**src/hdl/flash_ctl_pkg.sv**
```systemverilog
// package: register map, field positions, command codes and state for the flash command/status block
package flash_ctl_pkg;

	// register offsets on the plain register port
	localparam logic [3:0] OFS_CONFIG     = 4'h0;
	localparam logic [3:0] OFS_PROTECTION = 4'h1;
	localparam logic [3:0] OFS_STATUS     = 4'h2;
	localparam logic [3:0] OFS_COMMAND    = 4'h3;
	localparam logic [3:0] OFS_DIVIDER    = 4'h4;
	localparam logic [3:0] OFS_SECURITY   = 4'h5;

	// field positions
	localparam int CFG_KEY_WRITE_EN   = 5;
	localparam int PROT_DISABLE       = 0;
	localparam int ST_CBEF            = 7;
	localparam int ST_CCF             = 6;
	localparam int ST_PVIOL           = 5;
	localparam int ST_ACCERR          = 4;
	localparam int ST_BLANK           = 2;
	localparam int DIV_LOADED         = 7;

	// writable masks, security reset and unsecured codes
	localparam logic [7:0] CFG_MASK     = 8'h20;
	localparam logic [7:0] DIV_WMASK    = 8'h7f;
	localparam logic [1:0] SEC_UNSECURE = 2'h2;
	localparam logic [1:0] SEC_RESET    = 2'h0;

	// backdoor key window
	localparam logic [15:0] KEY_BASE = 16'hffb0;
	localparam logic [15:0] KEY_LAST = 16'hffb7;

	// command codes
	localparam logic [7:0] CMD_BLANK_CHECK  = 8'h05;
	localparam logic [7:0] CMD_BYTE_PROGRAM = 8'h20;
	localparam logic [7:0] CMD_BURST_PROG   = 8'h25;
	localparam logic [7:0] CMD_PAGE_ERASE   = 8'h40;
	localparam logic [7:0] CMD_MASS_ERASE   = 8'h41;

	// page size and protection granularity
	localparam int PAGE_BYTES = 512;
	localparam int PROT_SHIFT = 9;

	// execution time of one command in cycles
	localparam logic [7:0] EXEC_CYCLES = 8'h10;

	typedef enum logic [1:0] {
		SEQ_IDLE,
		SEQ_ADDR,
		SEQ_ARMED
	} seq_state_t;

	typedef struct packed {
		logic [3:0]  addr;
		logic [7:0]  wdata;
		logic        wr;
		logic        rd;
	} reg_req_t;

	typedef struct packed {
		logic        valid;
		logic [7:0]  cmd;
		logic [15:0] addr;
		logic [7:0]  data;
	} flash_cmd_t;

	typedef struct packed {
		logic [7:0]  rdata;
		logic        key_write_en;
		logic [6:0]  boundary;
		logic        prot_disable;
		logic        cbef;
		logic        ccf;
		logic        pviol;
		logic        accerr;
		logic        blank;
		logic        div_loaded;
		logic [6:0]  divider;
		logic [1:0]  security;
		logic [7:0]  command_code;
		seq_state_t  seq;
		flash_cmd_t  pending;
		flash_cmd_t  buffered;
		flash_cmd_t  active;
		logic [7:0]  exec_cnt;
		logic        key_valid;
		logic [2:0]  key_index;
		logic [7:0]  key_data;
		logic        prot_loaded;
	} ctl_state_t;

endpackage : flash_ctl_pkg

```
**src/hdl/flash_command_status_control.sv**
```systemverilog
// flash program/erase command sequencer: configuration, protection, status and command registers
`timescale 1ns/1ps

// Function
// RULE1: key enable clear: window write starts command
// RULE2: key enable set: window writes capture key
// RULE3: protection loads from stored byte; readable
// RULE4: disable set all writable; else grow only
// RULE5: shrinking protection writes ignored entirely
// RULE6: boundary field marks unprotected high-end limit
// RULE7: protection disable bit zero blocks region
// RULE8: writing one to buffer-empty launches, clears
// RULE9: only burst program buffered; flag shows room
// RULE10: complete flag when idle; clears on launch
// RULE11: protected target sets violation, discards command
// RULE12: sequence, divider, stop errors set access error
// RULE13: blank flag set on all-erased check
// RULE14: decode blank, byte program, burst program codes
// RULE15: decode page erase and mass erase codes
// RULE16: other codes rejected with access error
// RULE17: blank check after mass erase optional
// RULE18: first divider write sets loaded flag
// RULE19: successful blank check sets unsecured code
// RULE20: unimplemented config/status bits read zero
module flash_command_status_control #(
	parameter int ADDR_W = 16
) (
	// clock and reset
	input  wire logic                      sys_clk,
	input  wire logic                      rstn,
	// register port
	input  wire logic [3:0]                reg_addr,
	input  wire logic [7:0]                reg_wdata,
	input  wire logic                      reg_wr,
	input  wire logic                      reg_rd,
	output logic      [7:0]                reg_rdata,
	// cpu writes into flash address space
	input  wire logic                      mem_wr,
	input  wire logic [ADDR_W-1:0]         mem_addr,
	input  wire logic [7:0]                mem_wdata,
	// nonvolatile stored protection byte
	input  wire logic [7:0]                stored_protection_byte,
	// stop mode entry
	input  wire logic                      stop_entry,
	// array side
	output flash_ctl_pkg::flash_cmd_t      array_cmd,
	input  wire logic                      array_all_erased,
	// key compare output
	output logic                           key_byte_valid,
	output logic      [2:0]                key_byte_index,
	output logic      [7:0]                key_byte_data,
	// status
	output logic      [1:0]                security_state_code
);

	flash_ctl_pkg::ctl_state_t s_r;
	flash_ctl_pkg::ctl_state_t s_nxt;

	// ----------------------------------------------------------------
	// helpers
	// ----------------------------------------------------------------
	function automatic logic legal_code(input logic [7:0] c);
		legal_code = (c == flash_ctl_pkg::CMD_BLANK_CHECK) || (c == flash_ctl_pkg::CMD_BYTE_PROGRAM) ||
			(c == flash_ctl_pkg::CMD_BURST_PROG) || (c == flash_ctl_pkg::CMD_PAGE_ERASE) ||
			(c == flash_ctl_pkg::CMD_MASS_ERASE);
	endfunction : legal_code

	function automatic logic modifies(input logic [7:0] c);
		modifies = (c != flash_ctl_pkg::CMD_BLANK_CHECK);
	endfunction : modifies

	// protected when address above boundary limit at the high end
	function automatic logic is_protected(input logic [ADDR_W-1:0] a, input logic [7:0] c,
		input logic [6:0] b, input logic dis);
		logic [ADDR_W-1:0] limit;
		limit = ADDR_W'({b, {flash_ctl_pkg::PROT_SHIFT{1'b1}}});
		if (dis)
			is_protected = 1'b0;
		else if (c == flash_ctl_pkg::CMD_MASS_ERASE)
			is_protected = 1'b1;
		else
			is_protected = (a > limit); // RULE6
	endfunction : is_protected

	logic in_window;
	assign in_window = (16'(mem_addr) >= flash_ctl_pkg::KEY_BASE) && (16'(mem_addr) <= flash_ctl_pkg::KEY_LAST);

	// ----------------------------------------------------------------
	// next state
	// ----------------------------------------------------------------
	always_comb
	begin
		logic [7:0] w;
		logic       launch;
		logic       busy;
		logic       done;
		logic       mem_err;
		w       = reg_wdata;
		s_nxt   = s_r;
		launch  = 1'b0;
		done    = 1'b0;
		busy    = 1'b0;
		mem_err = 1'b0;
		s_nxt.key_valid = 1'b0;
		s_nxt.rdata     = 8'h00;

		if (!s_r.prot_loaded)
		begin
			s_nxt.boundary     = stored_protection_byte[7:1]; // RULE3
			s_nxt.prot_disable = stored_protection_byte[0];
			s_nxt.prot_loaded  = 1'b1;
		end

		// array execution
		if (s_r.active.valid)
		begin
			if (s_r.exec_cnt == 8'h00)
			begin
				done = 1'b1;
				if (s_r.active.cmd == flash_ctl_pkg::CMD_BLANK_CHECK && array_all_erased)
				begin
					s_nxt.blank    = 1'b1; // RULE13
					s_nxt.security = flash_ctl_pkg::SEC_UNSECURE; // RULE19
				end
				s_nxt.active.valid = 1'b0;
			end
			else
				s_nxt.exec_cnt = s_r.exec_cnt - 8'h01;
		end
		if ((done || !s_r.active.valid) && s_r.buffered.valid)
		begin
			s_nxt.active          = s_r.buffered;
			s_nxt.exec_cnt        = flash_ctl_pkg::EXEC_CYCLES;
			s_nxt.buffered.valid  = 1'b0;
			s_nxt.cbef            = 1'b1; // RULE9
		end

		// cpu writes into the flash space
		if (mem_wr)
		begin
			if (s_r.key_write_en && in_window)
			begin
				s_nxt.key_valid = 1'b1; // RULE2
				s_nxt.key_index = mem_addr[2:0];
				s_nxt.key_data  = mem_wdata;
			end
			else if (s_r.seq == flash_ctl_pkg::SEQ_IDLE && s_r.cbef)
			begin
				s_nxt.pending.addr  = 16'(mem_addr); // RULE1
				s_nxt.pending.data  = mem_wdata;
				s_nxt.seq           = flash_ctl_pkg::SEQ_ADDR;
			end
			else
			begin
				s_nxt.accerr = 1'b1; // RULE12
				s_nxt.seq    = flash_ctl_pkg::SEQ_IDLE;
				mem_err      = 1'b1;
			end
		end

		// register writes
		if (reg_wr)
		begin
			if (reg_addr == flash_ctl_pkg::OFS_CONFIG)
				s_nxt.key_write_en = w[flash_ctl_pkg::CFG_KEY_WRITE_EN]; // RULE20
			else if (reg_addr == flash_ctl_pkg::OFS_PROTECTION)
			begin
				if (s_r.prot_disable)
				begin
					s_nxt.boundary     = w[7:1]; // RULE4
					s_nxt.prot_disable = w[0];
				end
				else if (w[7:1] <= s_r.boundary && !w[0])
					s_nxt.boundary = w[7:1]; // RULE5
			end
			else if (reg_addr == flash_ctl_pkg::OFS_COMMAND)
			begin
				if (s_r.seq == flash_ctl_pkg::SEQ_ADDR)
				begin
					s_nxt.command_code = w;
					s_nxt.pending.cmd  = w;
					s_nxt.seq          = flash_ctl_pkg::SEQ_ARMED;
				end
				else
				begin
					s_nxt.accerr = 1'b1; // RULE12
					s_nxt.seq    = flash_ctl_pkg::SEQ_IDLE;
				end
			end
			else if (reg_addr == flash_ctl_pkg::OFS_DIVIDER)
			begin
				s_nxt.divider    = w[6:0] & flash_ctl_pkg::DIV_WMASK[6:0];
				s_nxt.div_loaded = 1'b1; // RULE18
			end
			else if (reg_addr == flash_ctl_pkg::OFS_STATUS)
			begin
				if (w[flash_ctl_pkg::ST_PVIOL])
					s_nxt.pviol = 1'b0; // RULE11
				if (w[flash_ctl_pkg::ST_ACCERR] && !mem_err)
					s_nxt.accerr = 1'b0; // RULE12
				if (w[flash_ctl_pkg::ST_CBEF])
				begin
					s_nxt.seq = flash_ctl_pkg::SEQ_IDLE;
					if (s_r.seq != flash_ctl_pkg::SEQ_ARMED || s_r.pviol || s_r.accerr)
						s_nxt.accerr = 1'b1; // RULE12
					else if (!legal_code(s_r.pending.cmd))
						s_nxt.accerr = 1'b1; // RULE16
					else if (modifies(s_r.pending.cmd) && !s_r.div_loaded)
						s_nxt.accerr = 1'b1; // RULE18
					else if (modifies(s_r.pending.cmd) &&
						is_protected(ADDR_W'(s_r.pending.addr), s_r.pending.cmd, s_r.boundary, s_r.prot_disable))
						s_nxt.pviol = 1'b1; // RULE7 RULE11
					else
						launch = 1'b1; // RULE14 RULE15
				end
			end
		end

		// launch: buffer burst only, others need an idle array
		if (launch)
		begin
			s_nxt.cbef           = 1'b0; // RULE8
			s_nxt.ccf            = 1'b0; // RULE10
			s_nxt.blank          = 1'b0; // RULE13
			s_nxt.pending.valid  = 1'b1;
			busy = s_r.active.valid && !done;
			if (!busy)
			begin
				s_nxt.active   = s_nxt.pending;
				s_nxt.exec_cnt = flash_ctl_pkg::EXEC_CYCLES;
				s_nxt.cbef     = 1'b1;
			end
			else if (s_r.pending.cmd == flash_ctl_pkg::CMD_BURST_PROG &&
				s_r.active.cmd == flash_ctl_pkg::CMD_BURST_PROG)
				s_nxt.buffered = s_nxt.pending; // RULE9
			else
			begin
				s_nxt.accerr = 1'b1;
				s_nxt.cbef   = s_r.cbef;
			end
		end

		// stop while busy aborts
		if (stop_entry && (s_r.active.valid || s_r.buffered.valid))
		begin
			s_nxt.accerr         = 1'b1; // RULE12
			s_nxt.active.valid   = 1'b0;
			s_nxt.buffered.valid = 1'b0;
			s_nxt.cbef           = 1'b1;
		end

		if (!s_nxt.active.valid && !s_nxt.buffered.valid && !launch)
			s_nxt.ccf = 1'b1; // RULE10

		// register reads, one cycle later
		if (reg_rd)
		begin
			if (reg_addr == flash_ctl_pkg::OFS_CONFIG)
				s_nxt.rdata = {2'h0, s_r.key_write_en, 5'h00}; // RULE20
			else if (reg_addr == flash_ctl_pkg::OFS_PROTECTION)
				s_nxt.rdata = {s_r.boundary, s_r.prot_disable}; // RULE3
			else if (reg_addr == flash_ctl_pkg::OFS_STATUS)
				s_nxt.rdata = {s_r.cbef, s_r.ccf, s_r.pviol, s_r.accerr, 1'b0, s_r.blank, 2'h0};
			else if (reg_addr == flash_ctl_pkg::OFS_COMMAND)
				s_nxt.rdata = s_r.command_code;
			else if (reg_addr == flash_ctl_pkg::OFS_DIVIDER)
				s_nxt.rdata = {s_r.div_loaded, s_r.divider};
			else if (reg_addr == flash_ctl_pkg::OFS_SECURITY)
				s_nxt.rdata = {6'h00, s_r.security};
			else
				s_nxt.rdata = 8'h00;
		end
	end

	// ----------------------------------------------------------------
	// state register
	// ----------------------------------------------------------------
	always_ff @(posedge sys_clk)
	begin
		if (!rstn)
		begin
			s_r          <= '0;
			s_r.cbef     <= 1'b1;
			s_r.ccf      <= 1'b1;
			s_r.security <= flash_ctl_pkg::SEC_RESET;
			s_r.seq      <= flash_ctl_pkg::SEQ_IDLE;
		end
		else
			s_r <= s_nxt;
	end

	// ----------------------------------------------------------------
	// outputs
	// ----------------------------------------------------------------
	assign reg_rdata           = s_r.rdata;
	assign array_cmd           = s_r.active;
	assign key_byte_valid      = s_r.key_valid;
	assign key_byte_index      = s_r.key_index;
	assign key_byte_data       = s_r.key_data;
	assign security_state_code = s_r.security;

endmodule : flash_command_status_control

```
**config.mk**
```make
export PLATFORM = sky130hd
export DESIGN_NAME = flash_command_status_control
export DESIGN_NICKNAME = d
export VERILOG_FILES = /design/src/hdl/flash_ctl_pkg.sv /design/src/hdl/flash_command_status_control.sv
export SDC_FILE = /design/constraint.sdc
export NUM_CORES = 1
export LEC_CHECK = 0
export ABC_AREA = 0
export BUFFER_PORTS_ARGS = -buffer_cell sky130_fd_sc_hd__buf_4
export CAP_MARGIN = 20
export CORE_MARGIN = 2
export CORE_UTILIZATION = 33
export DETAILED_ROUTE_END_ITERATION = 8
export PLACE_DENSITY_LB_ADDON = 0.1
export REMOVE_ABC_BUFFERS = 1
export SLEW_MARGIN = 25
export SYNTH_ARGS = -nofsm -noshare
export SYNTH_HDL_FRONTEND = slang
export SYNTH_SLANG_ARGS = --single-unit
export TNS_END_PERCENT = 20
```
**constraint.sdc**
```tcl
create_clock -name sys_clk -period 4.45 [get_ports sys_clk]
set_input_delay 0.445 -clock sys_clk [delete_from_list [all_inputs] [get_ports sys_clk]]
set_output_delay 0.445 -clock sys_clk [all_outputs]
set_load 0.01 [all_outputs]
```
==> reports/qor.yml, run 1 <==
finalWorstPathRequiredPeriod_ns: 2.78
area_of_the_multi_input_gates_um2: 3550
area.sequential_um2: 3200
ranking_of_synthesized_cells_by_area: "sky130_fd_sc_hd__dfxtp_1 (42%), sky130_fd_sc_hd__buf_4 (5.4%), sky130_fd_sc_hd__mux2i_1 (4.3%)"
critical_path.slowest_cell: "sky130_fd_sc_hd__a221o_2"
globalRouteOverflowTotal: 0
die_width_um: 156
post_cts_buffers: 0
synthesis.yosys.warnings: 0
max-vdd-ir-drop_mv: 0.215
worstSkewPairLatency_ns: 0.43
period_utilization_post_route_pct: 62.5
timing.hold.worst_path_depth: 3
crit_path_cell_trace: "inv_1 > ha_1 > nand4_1 > nor4_1 > a221o_2 > o211ai_4 > buf_4 > nor2_1 > a211oi_2"
p_sw_share_pct: 25.3
timing.setup.tns_ns: 0
nNetsFinal: 942
area_growth_syn_to_layout_pct: 14.5
ff2ff_path_depth: 9
place_congestion: 0.754
worst_hold_path_type: "primary input to flop"
floorplan_core_area_um2: 22600
detail_route.wl_per_cell_um: 17.2
ant_nets_after_route: 0
critical_path_required_ns: 4.80
synth_top_area_share_pct: 42.1
timing.slew.headroom_pct: 50.5
regToRegSetupSlack_ns: 1.67
clock_path_buffers: 2
post-synth-top-count-cell: "sky130_fd_sc_hd__dfxtp_1"
final.fill_count: 2364
yosys_register_bits: 160
fmax_ghz: 0.359
wl_met1_um: 9970
seqPwrFrac_pct: 46.7
hold_path_origin: "mem_wdata[5]"
share_comb_of_total_power_pct: 7.5
top_sig_layer: "met4"
dr_wl_met2_um: 9060
grt_pass1_vias: 5732
worst_clock_skew_ns: 0.0188
routed-wl-met3_um: 913
syn_inst: 855
cts.hold.buffers_added: 0
drtIter0Drc: 309
internal_mw: 2.36
clockPowerShare_pct: 45.8
yosys.cell_types.count: 75
critical_path.startpoint_type: "flop"
avgViaCountPerCell: 5.07
worstReg2RegEnd: "array_cmd[5]"
grt_pass1_wl_um: 32500
antenna_cells_inserted: 0
final-max-slew-violation-count: 0
synth.yosys.seq_area_share_pct: 42.1
most_instantiated_flip_flop_cell_in_the_synthesis_netlist: "sky130_fd_sc_hd__dfxtp_1"
clk_transition_reported_paths_ns: 0.07
cts_resized: 0
p_per_area_nw_per_um2: 362
root_buffer: "sky130_fd_sc_hd__clkbuf_16"
post-layout-total-power_mw: 3.15
first_pass_iters: 4
cts.htree.levels: 4
synth_top_cells_by_count: "sky130_fd_sc_hd__dfxtp_1 (160), sky130_fd_sc_hd__nand2_1 (84), sky130_fd_sc_hd__nor2_1 (75), sky130_fd_sc_hd__buf_4 (55), sky130_fd_sc_hd__inv_1 (44)"
worstMarginPinSlew_ns: 0.735
cp_data_arrival_time_ns: 3.14
synth_largest_area_cell: "sky130_fd_sc_hd__dfxtp_1"
tot_gr_track_use_pct: 17.2
worst_setup_path_end_kind: "flop"
drive_above_1_share_pct: 23.1
drt_wl_total_um: 20200
worst_hold_path.endpoint: "key_byte_data[5]"
cts_sinks: 160
cts_tree: "yes"
synth_async_sr_flop_share_pct: 0
detail_route.drc_violations: 0
number_of_buffers_added_by_the_clock_tree_synthesis_step: 17
hold_viol_final: 0
initial_core_util_pct: 33.6
synth-edff-count: 0
drv.max_cap_violation_count: 0
netSwitchingPower_mw: 0.797
worstReg2RegStart: "s_r[150]"
synth.avg_cell_area_um2: 8.90
result_of_the_run: "finished clean"
grt_max_degree: 62
buffer_ports.inserted: 104
fp.dieH_um: 156
place.detailed.hpwl_um: 13900
std_cell_rows: 55
grt_setup_unrepaired: "false"
cp_max_fo: 40
grt_antenna_before_repair: 0
timing.critical_path.slowest_cell_delay_ns: 0.50
route.vias.total: 5947
total_die_area_um2: 24300
setup_viol: 0
io_pins: 106
p_leak_nw: 3.68
post_synth_instance_area_um2: 7610
criticalPathCategory: "flop to flop"
[stage by stage]
stage	util [%]	hold WS [ns]	area, µm²	setup WS, ns	std cells
3_5_place_dp	35.9	0.439	8130	1.62	1141
3_3_place_gp	35.9	0.436	8120	1.66	1141
5_1_grt	38.5	0.256	8710	1.42	1173
4_1_cts	38.5	0.243	8710	1.61	1173
2_1_floorplan	-	0.425	6900	1.20	742
6_report	38.5	0.251	8710	1.67	1173
[worst max path at each step]
stage | start | endpoint | slack, ns | cells past startpoint
2_1_floorplan | s_r[150] | s_r[54] | 1.20 | 8
3_3_place_gp | reg_wdata[2] | s_r[150] | 1.66 | 9
3_5_place_dp | s_r[150] | array_cmd[5] | 1.62 | 9
4_1_cts | s_r[150] | array_cmd[5] | 1.61 | 9
5_1_grt | s_r[150] | array_cmd[5] | 1.42 | 9
6_report | s_r[150] | array_cmd[5] | 1.67 | 9
[area by class of cell]
| class | instances | area share (%) |
|---|---|---|
| Clock inverter | 12 | 1.42 |
| Multi-Input combinational cell | 538 | 40.7 |
| Clock buffer | 20 | 5.24 |
| Inverter | 44 | 1.90 |
| Tap cell | 285 | 4.09 |
| Timing Repair Buffer | 114 | 9.83 |
| Sequential cell | 160 | 36.8 |
[placed cells by master, fill, tap and decap left out, types with 8 or more instances in the layout]
cell / count
sky130_fd_sc_hd__dfxtp_1: 160
sky130_fd_sc_hd__buf_4: 114
sky130_fd_sc_hd__nand2_1: 84
sky130_fd_sc_hd__nor2_1: 75
sky130_fd_sc_hd__inv_1: 43
sky130_fd_sc_hd__nand3_1: 38
sky130_fd_sc_hd__a21oi_1: 38
sky130_fd_sc_hd__mux2i_1: 33
sky130_fd_sc_hd__a31oi_1: 23
sky130_fd_sc_hd__o21ai_0: 22
sky130_fd_sc_hd__o21ai_1: 17
sky130_fd_sc_hd__clkbuf_16: 17
sky130_fd_sc_hd__ha_1: 16
sky130_fd_sc_hd__nand3_2: 15
sky130_fd_sc_hd__o221ai_1: 13
sky130_fd_sc_hd__nor3_1: 12
sky130_fd_sc_hd__nor4_1: 10
sky130_fd_sc_hd__nand4_1: 8
sky130_fd_sc_hd__and2_1: 8
[logic make-up (layout without fill, tap and decap cells)]
| group | Yosys count | after routing | synth area share, % |
|---|---|---|---|
| XOR/XNOR | 5 | 5 | 0.576 |
| buffers and inverters | 157 | 190 | 11.5 |
| AND/OR/NAND/NOR | 298 | 298 | 20.8 |
| AO/OA/AOI/OAI | 179 | 179 | 17.0 |
| multiplexers | 39 | 39 | 5.23 |
| flip-flops | 160 | 160 | 42.1 |
| other | 1 | 1 | 0.0493 |
| adder cells (fa/ha/maj) | 16 | 16 | 2.63 |
[layer usage]
layer  track usage (%)  vias up
met2              26.2      115
met1              24.1     2822
met4              5.16        0
li1                  -     2999
met3              4.11       11
met5                 0        -
[registers in the layout, summed over array words and instances (netlist names)]
signal and count:
key_byte_index 3, key_byte_data 8, reg_rdata 8, security_state_code 1
array_cmd 33, key_byte_valid 1, s_r 106
[worst max-delay path: cells and delay by family, from the launching register on]
| kind | cells | cell delay (ns) |
|---|---|---|
| simple gates | 3 | 0.31 |
| fa+ha+maj | 1 | 0.30 |
| buf+inv | 2 | 0.57 |
| compound gates | 3 | 1.12 |
| flops | 1 | 0.39 |
[power by group through the flow]
stage          Combinational, mW  Sequential, mW  Clock [mW]
4_1_cts                    0.237            1.47        1.48
3_3_place_gp               0.236            1.51           0
6_report                   0.235            1.47        1.44
2_1_floorplan              0.118            1.50           0
5_1_grt                    0.264            1.48        1.54
3_5_place_dp               0.236            1.51           0
(Power assumes the default switching activity.)
==> run 2, diff against run 1 <==
clock period = 2.3 ns   (was 4.45 ns; I/O delays follow)
==> run 2 against run 1 <==
  * The run now ends with setup timing left
  * Clock skew fell by 0.0057 ns
  * Register-to-register slack got worse by 1.7 ns
  * Clock-buffer cell count shrank 2
  * Design area up 12%
  * Worst hold slack lost 0.22 ns
  * Critical path depth rose by 2
  * Maximum frequency increased by 20%
  * Final cell count is 5.7% higher
  * Sequential share of layout area down 3.9 points
  * Critical endpoint is now array_cmd[20]
==> reports/qor.yml, run 2 (same netlist as run 1, synthesis figures left out) <==
result_of_the_run: "finished, violations left"  # was finished clean
violations_in_the_final_reports: "setup timing"
number_of_buffers_added_by_the_clock_tree_synthesis_step: 17  # unchanged
hold_viol_final: 0  # unchanged
grt_pass1_vias: 6019  # was 5732
worst_hold_path_type: "primary input to flop"  # unchanged
clk_transition_reported_paths_ns: 0.07  # about the same
worstMarginPinSlew_ns: 0.657  # was 0.735 ns
period_utilization_post_route_pct: 101  # was 62.5%
worstReg2RegStart: "s_r[150]"  # unchanged
top_register: "s_r"  # unchanged
detail_route.wl_per_cell_um: 17.3  # was 17.2 µm
preCtsSetupSlack_ns: -0.169  # was 1.62 ns
critical_path.slowest_cell: "sky130_fd_sc_hd__a221o_2"  # unchanged
fmax_ghz: 0.431  # was 0.359 GHz
ant_nets_after_route: 0  # unchanged
regToRegSetupSlack_ns: -0.02  # was 1.67 ns
worst_setup_path_end_kind: "flop"  # unchanged
buffer_ports.inserted: 104  # unchanged
cts_tree: "yes"  # unchanged
worst_setup_path_endpoint: "array_cmd[20]"  # was array_cmd[5]
cts.hold.buffers_added: 0  # unchanged
avgViaCountPerCell: 5.03  # was 5.07
final_common_cell: "sky130_fd_sc_hd__buf_4"  # was sky130_fd_sc_hd__dfxtp_1
floorplan_core_area_um2: 22600  # unchanged
cts.htree.levels: 4  # unchanged
final_cell_mix: "sky130_fd_sc_hd__buf_4 (161), sky130_fd_sc_hd__dfxtp_1 (151), sky130_fd_sc_hd__nand2_1 (84)"  # was sky130_fd_sc_hd__dfxtp_1 (160), sky130_fd_sc_hd__buf_4 (114), sky130_fd_sc_hd__nand2_1 (84)
die_width_um: 156  # unchanged
antenna_cells_inserted: 0  # unchanged
setup_viol: 12  # was 0
post-layout-total-power_mw: 6.24  # was 3.15 mW
std_cell_rows: 55  # unchanged
clock_path_buffers: 2  # unchanged
fp.dieH_um: 156  # unchanged
grt_antenna_before_repair: 0  # unchanged
crit_cells: 11  # was 9
place.detailed.hpwl_um: 14600  # was 13900 µm
criticalPathCategory: "flop to flop"  # unchanged
final_cell_area_um2: 9770  # was 8710 µm²
io_pins: 106  # unchanged
critical_path_required_ns: 2.66  # was 4.80 ns
worst_path_dominant_cell_family: "compound AO/OA/AOI/OAI gates"  # unchanged
worst_clock_skew_ns: 0.0131  # was 0.0188 ns
finalWorstPathRequiredPeriod_ns: 2.32  # was 2.78 ns
postLayoutSetupSlackWorst_ns: -0.0221  # was 1.67 ns
total_die_area_um2: 24300  # unchanged
p_leak_nw: 4.17  # was 3.68 nW
detail_route.drc_violations: 0  # unchanged
timing.slew.headroom_pct: 55.6  # was 50.5%
p_per_area_nw_per_um2: 639  # was 362 nW/µm²
largest_reg_flops: 106  # unchanged
tot_gr_track_use_pct: 17.7  # was 17.2%
root_buffer: "sky130_fd_sc_hd__clkbuf_16"  # unchanged
grt_pass1_wl_um: 33600  # was 32500 µm
area_growth_syn_to_layout_pct: 28.4  # was 14.5%
drv.max_cap_violation_count: 0  # unchanged
crit_path_cell_trace: "inv_2 > ha_4 > nand4_1 > nor4_4 > a221o_2 > buf_6 > o211ai_4 > buf_12 > buf_16 > nand3_2 > o221ai_2"  # was inv_1 > ha_1 > nand4_1 > nor4_1 > a221o_2 > o211ai_4 > buf_4 > nor2_1 > a211oi_2
timing.setup.tns_ns: -0.145  # was 0 ns
nNetsFinal: 1009  # was 942
drt_wl_total_um: 21500  # was 20200 µm
max-vdd-ir-drop_mv: 0.435  # was 0.215 mV
globalRouteOverflowTotal: 0  # unchanged
drive_above_1_share_pct: 34.8  # was 23.1%
worstSkewPairLatency_ns: 0.44  # was 0.43 ns
cts_sinks: 160  # unchanged
cp_max_fo: 7  # was 40
critPathLaunch: "s_r[150]"  # unchanged
worstReg2RegEnd: "array_cmd[20]"  # was array_cmd[5]
route.vias.total: 6237  # was 5947
detailed_place.area_um2: 8600  # was 8130 µm²
ff2ff_path_depth: 11  # was 9
cp_num_buf_inv: 4  # was 2
timing.critical_path.slowest_cell_delay_ns: 0.46  # was 0.50 ns
final-max-slew-violation-count: 0  # unchanged
drtIter0Drc: 247  # was 309
critical_path.startpoint_type: "flop"  # unchanged
place_congestion: 0.761  # was 0.754
grt_max_degree: 45  # was 62
grt_setup_unrepaired: "true"  # was false
first_pass_iters: 5  # was 4
cp_data_arrival_time_ns: 2.68  # was 3.14 ns
initial_core_util_pct: 33.6  # unchanged
## run 2: layout make-up
cell class | instances | area, µm²
fill | 2261 | 12900
multi-input combinational | 538 | 3840
sequential | 160 | 3210
timing repair buffer | 181 | 1600
clock buffer | 18 | 439
tap | 285 | 357
inverter | 44 | 165
clock inverter | 14 | 146
## run 2: repair_timing
item / in CTS / in global routing
cloned: 3 / 5
pin swaps: 7 / 28
gates resized for setup: 28 / 44
endpoints found under the hold margin: 0 / 0
buffers inserted: 3 / 3
setup endpoints to repair: 73 / 62
## run 2: report_power, final
group,internal (mW),total [mW],switching [mW]
logic,0.233,0.546,0.314
registers,2.82,2.85,0.0341
clock network,1.56,2.84,1.28
total,4.61,6.24,1.63
## run 2: tightest hold or removal path, cell delays in order
cell                      delay (ns)
sky130_fd_sc_hd__buf_4          0.08
sky130_fd_sc_hd__mux2i_1        0.05
sky130_fd_sc_hd__nor2_1         0.07
## run 2: worst min-delay path by stage
stage,from,to,slack (ns),depth (start not counted)
after floorplan,rstn,s_r[0],0.26,0
after CTS,mem_wdata[5],key_byte_data[5],0.01,3
after global routing,mem_wdata[5],key_byte_data[5],0.03,3
after detailed placement,s_r[78],s_r[78],0.45,2
after global placement,s_r[78],s_r[78],0.44,2
final,mem_wdata[0],key_byte_data[0],0.03,3
## run 2: stage by stage
stage	std cells	hold WS [ns]	util, %
6_report	1240	0.0304	43.2
5_1_grt	1240	0.0334	43.2
4_1_cts	1232	0.0130	41.6
3_5_place_dp	1195	0.445	38.0
3_3_place_gp	1195	0.438	38.0
2_1_floorplan	742	0.258	-
## run 2: per-layer routing
| metal | GRT usage [%] | wire (µm) |
|---|---|---|
| met5 | 0 | 0 |
| met4 | 6.03 | 432 |
| met3 | 3.50 | 861 |
| met2 | 27.3 | 9970 |
| met1 | 24.7 | 10200 |
